File: src/amd_pkg.sv
// constants, types and encodings for the addressing-mode decoder
// Summary of operation
// RULE1 - Immediate instruction is exactly opcode plus one operand value byte.
// RULE2 - Short direct takes one address byte, reaching 00 to FF.
// RULE3 - Long direct takes a two-byte address word, reaching full 64 Kbyte.
// RULE4 - Indexed address is unsigned sum of selected index register and offset.
// RULE5 - No-offset indexed has no extra byte; index alone is address 00-FF.
// RULE6 - Short indexed takes one offset byte; sum reaches 00 to 1FE.
// RULE7 - Long indexed takes an offset word; sum reaches full 64 Kbyte.
// RULE8 - Short indirect reads one pointer byte from page-zero location given.
// RULE9 - Long indirect reads a pointer word from page-zero location given.
// RULE10 - Indirect indexed address is index plus pointer fetched from memory.
// RULE11 - Short indirect indexed uses byte pointer (00-1FE); long uses word.
// RULE12 - Load, compare, bit compare, logic, arithmetic accept short and long.
// RULE13 - Read-modify-write, bit, shift, swap, call and jump accept short only.
// RULE14 - Relative mode adds a signed 8-bit offset to the program counter.
// RULE15 - Relative direct offset follows opcode; indirect form reads it from memory.
// RULE16 - Instruction set of 63 instructions in 13 functional groups.
// RULE17 - Each instruction is one to four bytes: prefix, opcode, address bytes.
// RULE18 - Three prefix values before an opcode change its meaning.
// RULE19 - Prefix 90 swaps first index register for second.
// RULE20 - Prefix 92 turns direct, direct-bit, direct-relative into indirect form.
// RULE21 - Prefix 92 turns first-index indexed into indirect indexed, same register.
// RULE22 - Prefix 91 turns first-index indirect indexed into second-index form.
// RULE23 - Inherent instruction is one byte; opcode alone defines the operation.
// RULE24 - Offset is added to address of the following instruction: -128..+127.
// RULE25 - Short indexed sum keeps its ninth bit instead of wrapping.
`default_nettype none
package amd_pkg;
	localparam logic [7:0] SECOND_INDEX_PREFIX          = 8'h90;
	localparam logic [7:0] SECOND_INDEX_INDIRECT_PREFIX = 8'h91;
	localparam logic [7:0] INDIRECT_PREFIX              = 8'h92;
	localparam int         NUM_INSTR                    = 63;
	localparam int         NUM_GROUPS                   = 13;
	localparam logic [2:0] LEN_MAX                      = 3'h4;
	localparam logic [15:0] SHORT_IDX_MAX               = 16'h01FE;
	localparam logic [15:0] ADDR_RST                    = 16'h0000;
	localparam logic [7:0]  OPC_RELATIVE_CALL           = 8'hAD;
	localparam logic [3:0] ROW_BTJ = 4'h0;
	localparam logic [3:0] ROW_BIT = 4'h1;
	localparam logic [3:0] ROW_REL = 4'h2;
	localparam logic [3:0] ROW_RMW_DIR = 4'h3;
	localparam logic [3:0] ROW_INH_A = 4'h4;
	localparam logic [3:0] ROW_INH_X = 4'h5;
	localparam logic [3:0] ROW_RMW_IDX_S = 4'h6;
	localparam logic [3:0] ROW_RMW_IDX0 = 4'h7;
	localparam logic [3:0] ROW_IMM = 4'hA;
	localparam logic [3:0] ROW_DIR_S = 4'hB;
	localparam logic [3:0] ROW_DIR_L = 4'hC;
	localparam logic [3:0] ROW_IDX_L = 4'hD;
	localparam logic [3:0] ROW_IDX_S = 4'hE;
	localparam logic [3:0] ROW_IDX0 = 4'hF;

	typedef enum logic [1:0] {
		PFX_NONE = 2'h0, PFX_Y = 2'h1, PFX_IND = 2'h2, PFX_IND_Y = 2'h3
	} amd_pfx_t;

	typedef enum logic [4:0] {
		AM_INH = 5'h00, AM_IMM = 5'h01, AM_DIR_S = 5'h02, AM_DIR_L = 5'h03,
		AM_IDX0 = 5'h04, AM_IDX_S = 5'h05, AM_IDX_L = 5'h06,
		AM_IND_S = 5'h07, AM_IND_L = 5'h08, AM_IIX_S = 5'h09,
		AM_IIX_L = 5'h0A, AM_REL = 5'h0B, AM_REL_IND = 5'h0C,
		AM_BIT = 5'h0D, AM_BIT_IND = 5'h0E, AM_BTJ = 5'h0F,
		AM_BTJ_IND = 5'h10, AM_BAD = 5'h1F
	} amd_mode_t;

	typedef enum logic [3:0] {
		GRP_LOAD = 4'h0, GRP_STACK = 4'h1, GRP_INCDEC = 4'h2,
		GRP_CMP = 4'h3, GRP_LOGIC = 4'h4, GRP_BIT = 4'h5, GRP_BTJ = 4'h6,
		GRP_ARITH = 4'h7, GRP_SHIFT = 4'h8, GRP_JUMP = 4'h9,
		GRP_BRANCH = 4'hA, GRP_INTR = 4'hB, GRP_FLAG = 4'hC, GRP_NONE = 4'hF
	} amd_grp_t;

	typedef enum logic [2:0] {
		ST_IDLE = 3'b000, ST_OP = 3'b001, ST_OPND = 3'b010,
		ST_PTR = 3'b011, ST_DONE = 3'b100
	} amd_state_t;

	typedef struct packed {
		amd_mode_t  mode;
		amd_grp_t   grp;
		logic       use_y;
		logic [1:0] n_opnd;
		logic [1:0] ptr_len;
	} amd_cls_t;

	typedef struct packed {
		logic        rd;
		logic [15:0] addr;
	} amd_mem_req_t;

	typedef struct packed {
		amd_mode_t   mode;
		amd_grp_t    grp;
		logic [7:0]  opcode;
		amd_pfx_t    pfx;
		logic        use_y;
		logic [2:0]  len;
		logic [7:0]  operand;
		logic [15:0] ea;
		logic [15:0] next_pc;
		logic [15:0] target;
		logic        illegal;
	} amd_dec_t;
endpackage : amd_pkg
`default_nettype wire

File: src/amd_adder.sv
// address adder with zero or sign extension of the narrow operand
`timescale 1ns/100ps
`default_nettype none
module amd_adder #(
	parameter int W  = 16,
	parameter int OW = 8
) (
	input  wire logic [W-1:0]  base_i,
	input  wire logic [OW-1:0] off_i,
	input  wire logic          sx_i,
	output logic      [W-1:0]  sum_o
);
	logic [W-1:0] ext;

	assign ext   = sx_i ? {{(W-OW){off_i[OW-1]}}, off_i}
	                    : {{(W-OW){1'b0}}, off_i};
	assign sum_o = base_i + ext;
endmodule : amd_adder
`default_nettype wire

File: src/amd_classify.sv
// opcode and prefix classifier: mode, group, operand and pointer sizes
`timescale 1ns/100ps
`default_nettype none
module amd_classify (
	input  wire amd_pkg::amd_pfx_t pfx_i,
	input  wire logic [7:0]        opc_i,
	output var  amd_pkg::amd_cls_t cls_o
);
	logic [3:0]         row;
	logic [3:0]         col;
	amd_pkg::amd_grp_t  grp;
	amd_pkg::amd_mode_t base;
	amd_pkg::amd_mode_t mode;
	logic [1:0]         nb;
	logic [1:0]         pl;
	logic               bad;
	logic               y_ok;
	logic               long_ok;
	logic               is_long;

	assign row = opc_i[7:4];
	assign col = opc_i[3:0];

	// ****************************************
	// functional group of each opcode
	// ****************************************
	function automatic amd_pkg::amd_grp_t grp_of(input logic [7:0] opc);
		logic [3:0] r;
		logic [3:0] c;
		r = opc[7:4];
		c = opc[3:0];
		grp_of = amd_pkg::GRP_NONE;
		if (opc == amd_pkg::OPC_RELATIVE_CALL) begin
			grp_of = amd_pkg::GRP_JUMP;
		end else begin
			case (r)
			4'h0: grp_of = amd_pkg::GRP_BTJ;
			4'h1: grp_of = amd_pkg::GRP_BIT;
			4'h2: grp_of = amd_pkg::GRP_BRANCH;
			4'h3, 4'h4, 4'h5, 4'h6, 4'h7: begin
				case (c)
				4'h0, 4'h3: grp_of = amd_pkg::GRP_LOGIC;
				4'h4, 4'h6, 4'h7, 4'h8, 4'h9, 4'hE: grp_of = amd_pkg::GRP_SHIFT;
				4'hA, 4'hC: grp_of = amd_pkg::GRP_INCDEC;
				4'hD: grp_of = amd_pkg::GRP_CMP;
				4'hF: grp_of = amd_pkg::GRP_LOAD;
				4'h2: grp_of = (r == amd_pkg::ROW_INH_A) ? amd_pkg::GRP_ARITH
				                                         : amd_pkg::GRP_NONE;
				default: grp_of = amd_pkg::GRP_NONE;
				endcase
			end
			4'h8: begin
				case (c)
				4'h0, 4'h3, 4'hE, 4'hF: grp_of = amd_pkg::GRP_INTR;
				4'h1: grp_of = amd_pkg::GRP_JUMP;
				4'h4, 4'h5, 4'h6, 4'h8, 4'h9, 4'hA: grp_of = amd_pkg::GRP_STACK;
				default: grp_of = amd_pkg::GRP_NONE;
				endcase
			end
			4'h9: begin
				case (c)
				4'h3, 4'h4, 4'h7, 4'hE, 4'hF: grp_of = amd_pkg::GRP_LOAD;
				4'h8, 4'h9, 4'hA, 4'hB: grp_of = amd_pkg::GRP_FLAG;
				4'hC: grp_of = amd_pkg::GRP_STACK;
				4'hD: grp_of = amd_pkg::GRP_JUMP;
				default: grp_of = amd_pkg::GRP_NONE;
				endcase
			end
			default: begin
				case (c)
				4'h0, 4'h2, 4'h9, 4'hB: grp_of = amd_pkg::GRP_ARITH;
				4'h1, 4'h3, 4'h5: grp_of = amd_pkg::GRP_CMP;
				4'h4, 4'h8, 4'hA: grp_of = amd_pkg::GRP_LOGIC;
				4'hC, 4'hD: grp_of = amd_pkg::GRP_JUMP;
				default: grp_of = amd_pkg::GRP_LOAD;
				endcase
			end
			endcase
		end
	endfunction : grp_of

	assign grp     = grp_of(opc_i); // RULE16
	assign y_ok    = (row == amd_pkg::ROW_INH_X) || (row >= amd_pkg::ROW_IMM)
	              || (row == amd_pkg::ROW_RMW_IDX_S)
	              || (row == amd_pkg::ROW_RMW_IDX0); // RULE19
	assign long_ok = grp inside {amd_pkg::GRP_LOAD, amd_pkg::GRP_CMP,
	                             amd_pkg::GRP_LOGIC, amd_pkg::GRP_ARITH}; // RULE12

	always_comb begin
		base = amd_pkg::AM_INH;
		nb   = 2'h0;
		if (opc_i == amd_pkg::OPC_RELATIVE_CALL) begin
			base = amd_pkg::AM_REL;
			nb   = 2'h1;
		end else begin
			case (row)
			amd_pkg::ROW_BTJ: begin base = amd_pkg::AM_BTJ; nb = 2'h2; end
			amd_pkg::ROW_BIT: begin base = amd_pkg::AM_BIT; nb = 2'h1; end
			amd_pkg::ROW_REL: begin base = amd_pkg::AM_REL; nb = 2'h1; end // RULE15
			amd_pkg::ROW_RMW_DIR, amd_pkg::ROW_DIR_S: begin
				base = amd_pkg::AM_DIR_S; nb = 2'h1; // RULE2
			end
			amd_pkg::ROW_RMW_IDX_S, amd_pkg::ROW_IDX_S: begin
				base = amd_pkg::AM_IDX_S; nb = 2'h1; // RULE6
			end
			amd_pkg::ROW_RMW_IDX0, amd_pkg::ROW_IDX0: base = amd_pkg::AM_IDX0; // RULE5
			amd_pkg::ROW_IMM: begin base = amd_pkg::AM_IMM; nb = 2'h1; end // RULE1
			amd_pkg::ROW_DIR_L: begin base = amd_pkg::AM_DIR_L; nb = 2'h2; end // RULE3
			amd_pkg::ROW_IDX_L: begin base = amd_pkg::AM_IDX_L; nb = 2'h2; end // RULE7
			default: base = amd_pkg::AM_INH; // RULE23
			endcase
		end
		mode  = base;
		pl    = 2'h0;
		bad   = (grp == amd_pkg::GRP_NONE);
		cls_o.use_y = 1'b0;
		case (pfx_i)
		amd_pkg::PFX_Y: begin
			cls_o.use_y = 1'b1; // RULE19
			bad = bad || !y_ok;
		end
		amd_pkg::PFX_IND: begin
			pl = 2'h1;
			case (base) // RULE20 RULE21
			amd_pkg::AM_BTJ:   mode = amd_pkg::AM_BTJ_IND;
			amd_pkg::AM_BIT:   mode = amd_pkg::AM_BIT_IND;
			amd_pkg::AM_REL:   mode = amd_pkg::AM_REL_IND;
			amd_pkg::AM_DIR_S: mode = amd_pkg::AM_IND_S;
			amd_pkg::AM_IDX_S: mode = amd_pkg::AM_IIX_S;
			amd_pkg::AM_DIR_L: begin mode = amd_pkg::AM_IND_L; pl = 2'h2; end
			amd_pkg::AM_IDX_L: begin mode = amd_pkg::AM_IIX_L; pl = 2'h2; end
			default: bad = 1'b1;
			endcase
		end
		amd_pkg::PFX_IND_Y: begin
			cls_o.use_y = 1'b1; // RULE22
			pl = 2'h1;
			case (base)
			amd_pkg::AM_IDX_S: mode = amd_pkg::AM_IIX_S;
			amd_pkg::AM_IDX_L: begin mode = amd_pkg::AM_IIX_L; pl = 2'h2; end
			default: bad = 1'b1;
			endcase
		end
		default: ;
		endcase
		// pointer location is always a single byte after the opcode
		if (pl == 2'h2) nb = 2'h1; // RULE9 RULE11
		is_long = mode inside {amd_pkg::AM_DIR_L, amd_pkg::AM_IDX_L,
		                       amd_pkg::AM_IND_L, amd_pkg::AM_IIX_L};
		if (is_long && !long_ok) bad = 1'b1; // RULE13
		if (mode == amd_pkg::AM_IMM && col inside {4'h7, 4'hC, 4'hF}) bad = 1'b1;
		cls_o.mode    = bad ? amd_pkg::AM_BAD : mode;
		cls_o.grp     = grp;
		cls_o.n_opnd  = bad ? 2'h0 : nb;
		cls_o.ptr_len = bad ? 2'h0 : pl;
	end
endmodule : amd_classify
`default_nettype wire

File: src/amd_decoder.sv
// addressing-mode decoder: fetches an instruction, resolves its address
`timescale 1ns/100ps
`default_nettype none
module amd_decoder (
	input  wire logic                  clk_sys_i,
	input  wire logic                  rst_i,
	input  wire logic                  start_i,
	input  wire logic [15:0]           pc_i,
	input  wire logic [7:0]            idx_x_i,
	input  wire logic [7:0]            idx_y_i,
	output var  amd_pkg::amd_mem_req_t mem_o,
	input  wire logic [7:0]            mem_rdata_i,
	input  wire logic                  mem_ack_i,
	output logic                       busy_o,
	output logic                       done_o,
	output var  amd_pkg::amd_dec_t     dec_o
);
	amd_pkg::amd_state_t st;
	amd_pkg::amd_state_t next_st;
	amd_pkg::amd_pfx_t   pfx;
	amd_pkg::amd_pfx_t   pfx_in;
	amd_pkg::amd_cls_t   cls_w;
	amd_pkg::amd_cls_t   cls_q;
	amd_pkg::amd_mode_t  mode;
	amd_pkg::amd_state_t op_next;
	logic [7:0]          opcode;
	logic [7:0]          opc_in;
	logic [15:0]         fetch_addr;
	logic [15:0]         pc0;
	logic [2:0]          len;
	logic [15:0]         opnd;
	logic [15:0]         ptr;
	logic [1:0]          cnt;
	logic [1:0]          pcnt;
	logic                take;
	logic                is_pfx;
	logic                ptr_last;
	logic [7:0]          ptr_loc;
	logic [15:0]         ptr_addr;
	logic [7:0]          idx_val;
	logic [15:0]         idx_base;
	logic [15:0]         idx_sum;
	logic [15:0]         ea_w;
	logic [7:0]          rel_off;
	logic [15:0]         next_pc_w;
	logic [15:0]         target_w;
	logic                is_branch;
	logic                done;
	amd_pkg::amd_dec_t   dec;

	// ****************************************
	// fetch handshake and prefix detection
	// ****************************************
	assign busy_o     = (st != amd_pkg::ST_IDLE);
	assign mem_o.rd   = st inside {amd_pkg::ST_OP, amd_pkg::ST_OPND,
	                               amd_pkg::ST_PTR};
	assign mem_o.addr = (st == amd_pkg::ST_PTR) ? ptr_addr : fetch_addr;
	assign take       = mem_o.rd && mem_ack_i;
	// a second prefix is taken as an opcode and decodes as illegal
	assign is_pfx     = (pfx == amd_pkg::PFX_NONE)
	                 && (mem_rdata_i inside {amd_pkg::SECOND_INDEX_PREFIX,
	                     amd_pkg::INDIRECT_PREFIX,
	                     amd_pkg::SECOND_INDEX_INDIRECT_PREFIX}); // RULE18
	assign pfx_in     =
		(mem_rdata_i == amd_pkg::SECOND_INDEX_PREFIX) ? amd_pkg::PFX_Y :
		(mem_rdata_i == amd_pkg::INDIRECT_PREFIX)     ? amd_pkg::PFX_IND :
		                                                amd_pkg::PFX_IND_Y;
	assign opc_in     = (st == amd_pkg::ST_OP) ? mem_rdata_i : opcode;
	assign op_next    = (cls_w.mode == amd_pkg::AM_BAD
	                  || cls_w.n_opnd == 2'h0) ? amd_pkg::ST_DONE
	                                           : amd_pkg::ST_OPND;
	assign mode       = cls_q.mode;

	amd_classify u_classify (
		.pfx_i (pfx),
		.opc_i (opc_in),
		.cls_o (cls_w)
	);

	// ****************************************
	// pointer fetch in page zero
	// ****************************************
	// bit test-and-branch carries the location first, the offset second
	assign ptr_loc  = (mode == amd_pkg::AM_BTJ_IND) ? opnd[15:8] : opnd[7:0];
	// a word pointer at FF wraps to 00 rather than leaving page zero
	assign ptr_addr = {8'h00, ptr_loc + {7'h00, pcnt[0]}}; // RULE8 RULE9
	assign ptr_last = ((pcnt + 2'h1) == cls_q.ptr_len);

	// ****************************************
	// effective address and branch target
	// ****************************************
	assign idx_val  = cls_q.use_y ? idx_y_i : idx_x_i; // RULE19 RULE22
	assign idx_base =
		(mode == amd_pkg::AM_IIX_S) ? {8'h00, ptr[7:0]} : // RULE11
		(mode == amd_pkg::AM_IIX_L) ? ptr :               // RULE10
		(mode == amd_pkg::AM_IDX_S) ? {8'h00, opnd[7:0]} :
		(mode == amd_pkg::AM_IDX_L) ? opnd : amd_pkg::ADDR_RST;

	// 16-bit sum of a zero-extended byte keeps bit 8 for the short forms
	amd_adder #(.W(16), .OW(8)) u_ea_add (
		.base_i (idx_base),
		.off_i  (idx_val),
		.sx_i   (1'b0),
		.sum_o  (idx_sum)
	); // RULE4 RULE25

	amd_adder #(.W(16), .OW(8)) u_pc_add (
		.base_i (pc0),
		.off_i  ({5'h00, len}),
		.sx_i   (1'b0),
		.sum_o  (next_pc_w)
	); // RULE24

	assign rel_off   = (mode == amd_pkg::AM_REL_IND) ? ptr[7:0]
	                                                 : opnd[7:0]; // RULE15
	assign is_branch = mode inside {amd_pkg::AM_REL, amd_pkg::AM_REL_IND,
	                                amd_pkg::AM_BTJ, amd_pkg::AM_BTJ_IND};

	amd_adder #(.W(16), .OW(8)) u_rel_add (
		.base_i (next_pc_w),
		.off_i  (is_branch ? rel_off : 8'h00),
		.sx_i   (1'b1),
		.sum_o  (target_w)
	); // RULE14

	always_comb begin
		case (mode)
		amd_pkg::AM_DIR_S, amd_pkg::AM_BIT: ea_w = {8'h00, opnd[7:0]}; // RULE2
		amd_pkg::AM_DIR_L: ea_w = opnd; // RULE3
		amd_pkg::AM_BTJ:   ea_w = {8'h00, opnd[15:8]};
		amd_pkg::AM_IDX0, amd_pkg::AM_IDX_S, amd_pkg::AM_IDX_L,
		amd_pkg::AM_IIX_S, amd_pkg::AM_IIX_L: ea_w = idx_sum; // RULE5 RULE7
		amd_pkg::AM_IND_S, amd_pkg::AM_BIT_IND,
		amd_pkg::AM_BTJ_IND: ea_w = {8'h00, ptr[7:0]}; // RULE8
		amd_pkg::AM_IND_L: ea_w = ptr; // RULE9
		default: ea_w = amd_pkg::ADDR_RST;
		endcase
	end

	// ****************************************
	// sequencer
	// ****************************************
	always_comb begin
		next_st = st;
		case (st)
		amd_pkg::ST_IDLE: if (start_i) next_st = amd_pkg::ST_OP;
		amd_pkg::ST_OP: if (take && !is_pfx) next_st = op_next; // RULE23
		amd_pkg::ST_OPND: if (take && cnt == 2'h1) begin
			next_st = (cls_q.ptr_len != 2'h0) ? amd_pkg::ST_PTR
			                                  : amd_pkg::ST_DONE;
		end
		amd_pkg::ST_PTR: if (take && ptr_last) next_st = amd_pkg::ST_DONE;
		amd_pkg::ST_DONE: next_st = amd_pkg::ST_IDLE;
		default: next_st = amd_pkg::ST_IDLE;
		endcase
	end

	always_ff @(posedge clk_sys_i) begin
		if (rst_i) st <= amd_pkg::ST_IDLE;
		else st <= next_st;
	end

	// instruction stream bytes: prefix, opcode, operands
	always_ff @(posedge clk_sys_i) begin
		if (rst_i) begin
			fetch_addr <= amd_pkg::ADDR_RST;
			pc0        <= amd_pkg::ADDR_RST;
			len        <= 3'h0;
		end else if (st == amd_pkg::ST_IDLE && start_i) begin
			fetch_addr <= pc_i;
			pc0        <= pc_i;
			len        <= 3'h0;
		end else if (take && st != amd_pkg::ST_PTR) begin
			fetch_addr <= fetch_addr + 16'h0001;
			len        <= len + 3'h1; // RULE17
		end
	end

	always_ff @(posedge clk_sys_i) begin
		if (rst_i || (st == amd_pkg::ST_IDLE && start_i)) begin
			pfx    <= amd_pkg::PFX_NONE;
			opcode <= 8'h00;
			cls_q  <= '0;
		end else if (take && st == amd_pkg::ST_OP) begin
			if (is_pfx) pfx <= pfx_in; // RULE18
			else begin
				opcode <= mem_rdata_i;
				cls_q  <= cls_w;
			end
		end
	end

	always_ff @(posedge clk_sys_i) begin
		if (rst_i || (st == amd_pkg::ST_IDLE && start_i)) begin
			opnd <= 16'h0000;
			cnt  <= 2'h0;
		end else if (take && st == amd_pkg::ST_OP && !is_pfx) begin
			cnt <= cls_w.n_opnd;
		end else if (take && st == amd_pkg::ST_OPND) begin
			opnd <= {opnd[7:0], mem_rdata_i}; // RULE3 RULE7
			cnt  <= cnt - 2'h1;
		end
	end

	// pointer word arrives high byte first
	always_ff @(posedge clk_sys_i) begin
		if (rst_i || (st == amd_pkg::ST_IDLE && start_i)) begin
			ptr  <= 16'h0000;
			pcnt <= 2'h0;
		end else if (take && st == amd_pkg::ST_PTR) begin
			ptr  <= {ptr[7:0], mem_rdata_i}; // RULE10
			pcnt <= pcnt + 2'h1;
		end
	end

	// ****************************************
	// result register
	// ****************************************
	always_ff @(posedge clk_sys_i) begin
		if (rst_i) begin
			dec  <= '0;
			done <= 1'b0;
		end else begin
			done <= (st == amd_pkg::ST_DONE);
			if (st == amd_pkg::ST_DONE) begin
				dec.mode    <= mode;
				dec.grp     <= cls_q.grp;
				dec.opcode  <= opcode;
				dec.pfx     <= pfx;
				dec.use_y   <= cls_q.use_y;
				dec.len     <= len;
				dec.operand <= opnd[7:0]; // RULE1
				dec.ea      <= ea_w;
				dec.next_pc <= next_pc_w;
				dec.target  <= target_w;
				dec.illegal <= (mode == amd_pkg::AM_BAD);
			end
		end
	end

	assign done_o = done;
	assign dec_o  = dec;
endmodule : amd_decoder
`default_nettype wire

File: config.mk
export PLATFORM = sky130hd
export DESIGN_NAME = amd_decoder
export DESIGN_NICKNAME = d
export VERILOG_FILES = /design/src/amd_pkg.sv /design/src/amd_adder.sv /design/src/amd_classify.sv /design/src/amd_decoder.sv
export SDC_FILE = /design/constraint.sdc
export NUM_CORES = 1
export LEC_CHECK = 0
export BUFFER_PORTS_ARGS = -buffer_cell sky130_fd_sc_hd__buf_2
export CAP_MARGIN = 20
export CORE_UTILIZATION = 30
export DETAILED_ROUTE_END_ITERATION = 10
export PLACE_DENSITY = 0.54
export SYNTH_ARGS = -nofsm -noshare
export SYNTH_HDL_FRONTEND = slang
export SYNTH_HIERARCHICAL = 1
export SYNTH_SLANG_ARGS = --single-unit
export TNS_END_PERCENT = 5
File: constraint.sdc
create_clock -name clk_sys_i -period 6.6 [get_ports clk_sys_i]
set_clock_uncertainty 0.2 [all_clocks]
set_input_delay 0.33 -clock clk_sys_i [delete_from_list [all_inputs] [get_ports clk_sys_i]]
set_output_delay 0.33 -clock clk_sys_i [all_outputs]
set_load 0.005 [all_outputs]
==> qor.csv <==
stage,metric,value,unit
grt,largest net degree at the start of global routing,83,
cts,"CTS clk-pin slew, worst paths",0.08,ns
floorplan,Die Height,197,microns
synthesis,"Seq/Total Area, Yosys",31.1,%
worst_setup_path,Buf/Inv on CP,1,
timing,Setup TNS,0,ns
layout,design area,13300,sq um
worst_setup_path,critical path's slowest cell,dfxtp_1,
synthesis,Syn Area/Cell,7.80,sq um
timing,Final Cycle Share,74.4,%
synthesis,"flops & latches, synth",177,
routing,met1 wire length,17.4,mm
synthesis,asr flop ratio synth,0,%
worst_hold_path,hold depth,3,
synthesis,ys flop type,dfxtp_1,
routing,First-pass DRT Iterations,5,
synthesis,"top cells by count, synth","294 x nand2_1, 177 x dfxtp_1, 153 x a21oi_1, 97 x nor2_1, 62 x clkbuf_1",
worst_setup_path,"Top cell by count, worst path",nand3_1,
floorplan,die area,38700,sq um
worst_setup_path,cell depth of the worst setup path,15,
routing,initial DRC count,783,
layout,fin util,35.9,%
routing,ANT nets after route,0,
floorplan,# rows,70,
floorplan,I/O Pins,143,
timing,RSZ-0062 raised after global routing,false,
power,P_leak,0.00493,uW
worst_setup_path,Setup crit end kind,flop,
worst_setup_path,R2R depth,15,
synthesis,Post-synth EDFFs,0,
timing,Setup Viol. Count Final,0,
routing,vias per cell,5.30,
placed_design,Final GP Congestion,0.900,
routing,WL met2,17.0,mm
power,Max VDD drop,211,uV
cts,CTS sink count,177,
synthesis,cells after synthesis,1458,
timing,Peak Freq,0.204,GHz
synthesis,warnings from Yosys,6,
cts,CTS Root Cell,clkbuf_16,
outcome,status,completed,
timing,Worst-Margin Slew,1.08,ns
worst_setup_path,"Req. time, crit path",6.78,ns
grt,first-pass GRT wire length,59.0,mm
timing,worst rel slew slack,27.8,%
layout,nets,1645,
worst_setup_path,Crit Path Category,reg2reg,
placed_design,area of placed instances,12400,sq um
cts,Clock Path Buffers,2,
routing,DRC,0,
placed_design,Port Buffer Count,142,
synthesis,top-count cell post-synth,nand2_1,
cts,"Clk Latency, worst-skew pair",0.45,ns
layout,share of cells above drive strength 1,15.5,%
grt,gr ovfl total,0,
synthesis,post-synth top area cell,dfxtp_1,
layout,Antenna diodes,0,
routing,top sig layer,met4,
synthesis,dominant cells by area after synthesis,"dfxtp_1 31%, nand2_1 9.7%, a21oi_1 6.7%, mux2i_1 4.3%, ha_1 3.6%",
timing,hold slack,0.0149,ns
floorplan,core area,37000,sq um
worst_setup_path,startpoint class of the critical path,flop,
grt,global-route usage over all layers,19.3,%
power,power per cell area,242,nW/um^2
cts,post_cts resized,0,
layout,area delta synth->final,16.6,%
placed_design,placed cells,2028,
worst_setup_path,highest net fanout along the worst path,18,
cts,number of CTS-inserted buffers,17,
floorplan,Starting Density,30.8,%
placed_design,DP HPWL,26.9,mm
synthesis,Netlist cell types,97,
job,Max-cap violations,0,
floorplan,die width,197,microns
layout,Layout Cells excl Fill,2082,
timing,fin crit period,4.91,ns
cts,setup bufs post-CTS,0,
grt,antenna violations before repair,0,
cts,H-tree depth,4,
worst_setup_path,CP Data Arrival Time,5.09,ns
worst_setup_path,"Critical Path, Cell by Cell",nor3b_2 -> mux2_2 -> inv_1 -> ha_1 -> nand3_1 -> a2111oi_0 -> a31oi_1 -> nand3_1 -> o41ai_4 -> nor2_2 -> nand3_1 -> and3_1 -> a211oi_1 -> o21ai_0 -> mux2i_1,
synthesis,top cell type's share of synthesized area,31.1,%
routing,Met3 Wirelength,1.98,mm
cts,CTS tree,built,
worst_setup_path,Crit path max-delay family,simple AND/OR/NAND/NOR gates,
timing,Hold Fails Final Rpt,0,
worst_setup_path,"slowest stage delay, CP",0.82,ns
grt,number of global-route vias before repair,10400,
timing,max-slew violation count,0,
worst_hold_path,HP Class,in2reg,
routing,Total Wirelength,37.3,mm
synthesis,"Cell Area, Synth",11400,sq um
routing,Vias,11000,
routing,DR WL/cell,17.9,microns
## final timing paths
check                  end      startpoint  slack [ns]
setup / recovery     st[1]           st[0]        1.69
hold / removal     opnd[3]  mem_rdata_i[3]        0.01
hold reg to reg   dec_o[9]        dec_o[9]        0.25
setup reg to reg     st[1]           st[0]        1.69
## stage by stage
stage / power, uW / setup WS [ns]
floorplan: 1890 / 2.64
global placement: 2120 / 1.81
detailed placement: 2130 / 1.69
CTS: 3230 / 1.67
global route: 3390 / 1.39
finish: 3210 / 1.69
## state kept, by name, summed over array words and instances, names as in the netlist
name / cells
cls_q: 7
cnt: 2
dec_o: 80
done_o: 1
fetch_addr: 16
len: 3
mode: 5
opcode: 8
opnd: 16
pc0: 16
pcnt: 2
pfx: 2
ptr: 16
st: 3
## worst reg2reg max path: stages (launching register included)
cell,delay (ns)
dfxtp_1,0.82
nor3b_2,0.81
mux2_2,0.49
inv_1,0.10
ha_1,0.31
nand3_1,0.26
a2111oi_0,0.46
a31oi_1,0.08
nand3_1,0.18
o41ai_4,0.12
nor2_2,0.23
nand3_1,0.12
and3_1,0.22
a211oi_1,0.22
o21ai_0,0.11
mux2i_1,0.11
## kinds of logic after synthesis
kind of cell / share of synthesized area, %
flip-flops: 31.1
other: 0.0660
adder cells (fa/ha/maj): 4.16
AO/OA/AOI/OAI: 22.8
AND/OR/NAND/NOR: 25.9
buffers and inverters: 4.63
multiplexers: 6.19
XOR/XNOR: 5.09
## layout by cell type (no fill, tap or decap), types with 10 or more instances in the layout
cell type / count
nand2b_1: 11
ha_1: 33
buf_2: 141
clkbuf_16: 17
o21a_1: 13
a21oi_1: 153
nor2b_1: 16
o21ai_0: 45
nor2_1: 97
a21o_1: 11
dlygate4sd3_1: 22
nand2_1: 294
nand3_1: 34
inv_1: 16
and2_1: 15
a221oi_1: 15
mux2_2: 18
or4_1: 13
xor2_1: 24
nand3b_1: 15
or3_1: 10
a211oi_1: 14
a22o_1: 17
xnor2_1: 39
o31ai_1: 17
mux2i_1: 49
nor3_1: 19
nand4_1: 10
and3_1: 10
conb_1: 21
dfxtp_1: 177
## repair_timing
action                                  4_1_cts  5_1_grt
endpoints found under the setup margin        0        0
endpoints found under the hold margin        37        0
hold buffers                                 22        0
## report_power, final
| part | switching, uW | internal [uW] |
|---|---|---|
| Clock | 476 | 614 |
| Sequential | 85.1 | 1120 |
| Combinational | 563 | 350 |
| Total | 1120 | 2090 |
## layout make-up
class | count | area (sq um)
well taps | 504 | 631
multi-input cells | 1181 | 7410
clock buffers | 19 | 443
clock inverters | 13 | 171
fillers | 3965 | 23700
flip-flops and latches | 177 | 3540
repair buffers | 172 | 1010
inverters | 16 | 60.1
## per-layer routing
layer,global-route usage (%),vias up
li1,-,5424
met1,26.2,5278
met2,30.8,297
met3,3.64,46
met4,6.12,0
met5,0,-
(Power assumes the default switching activity.)
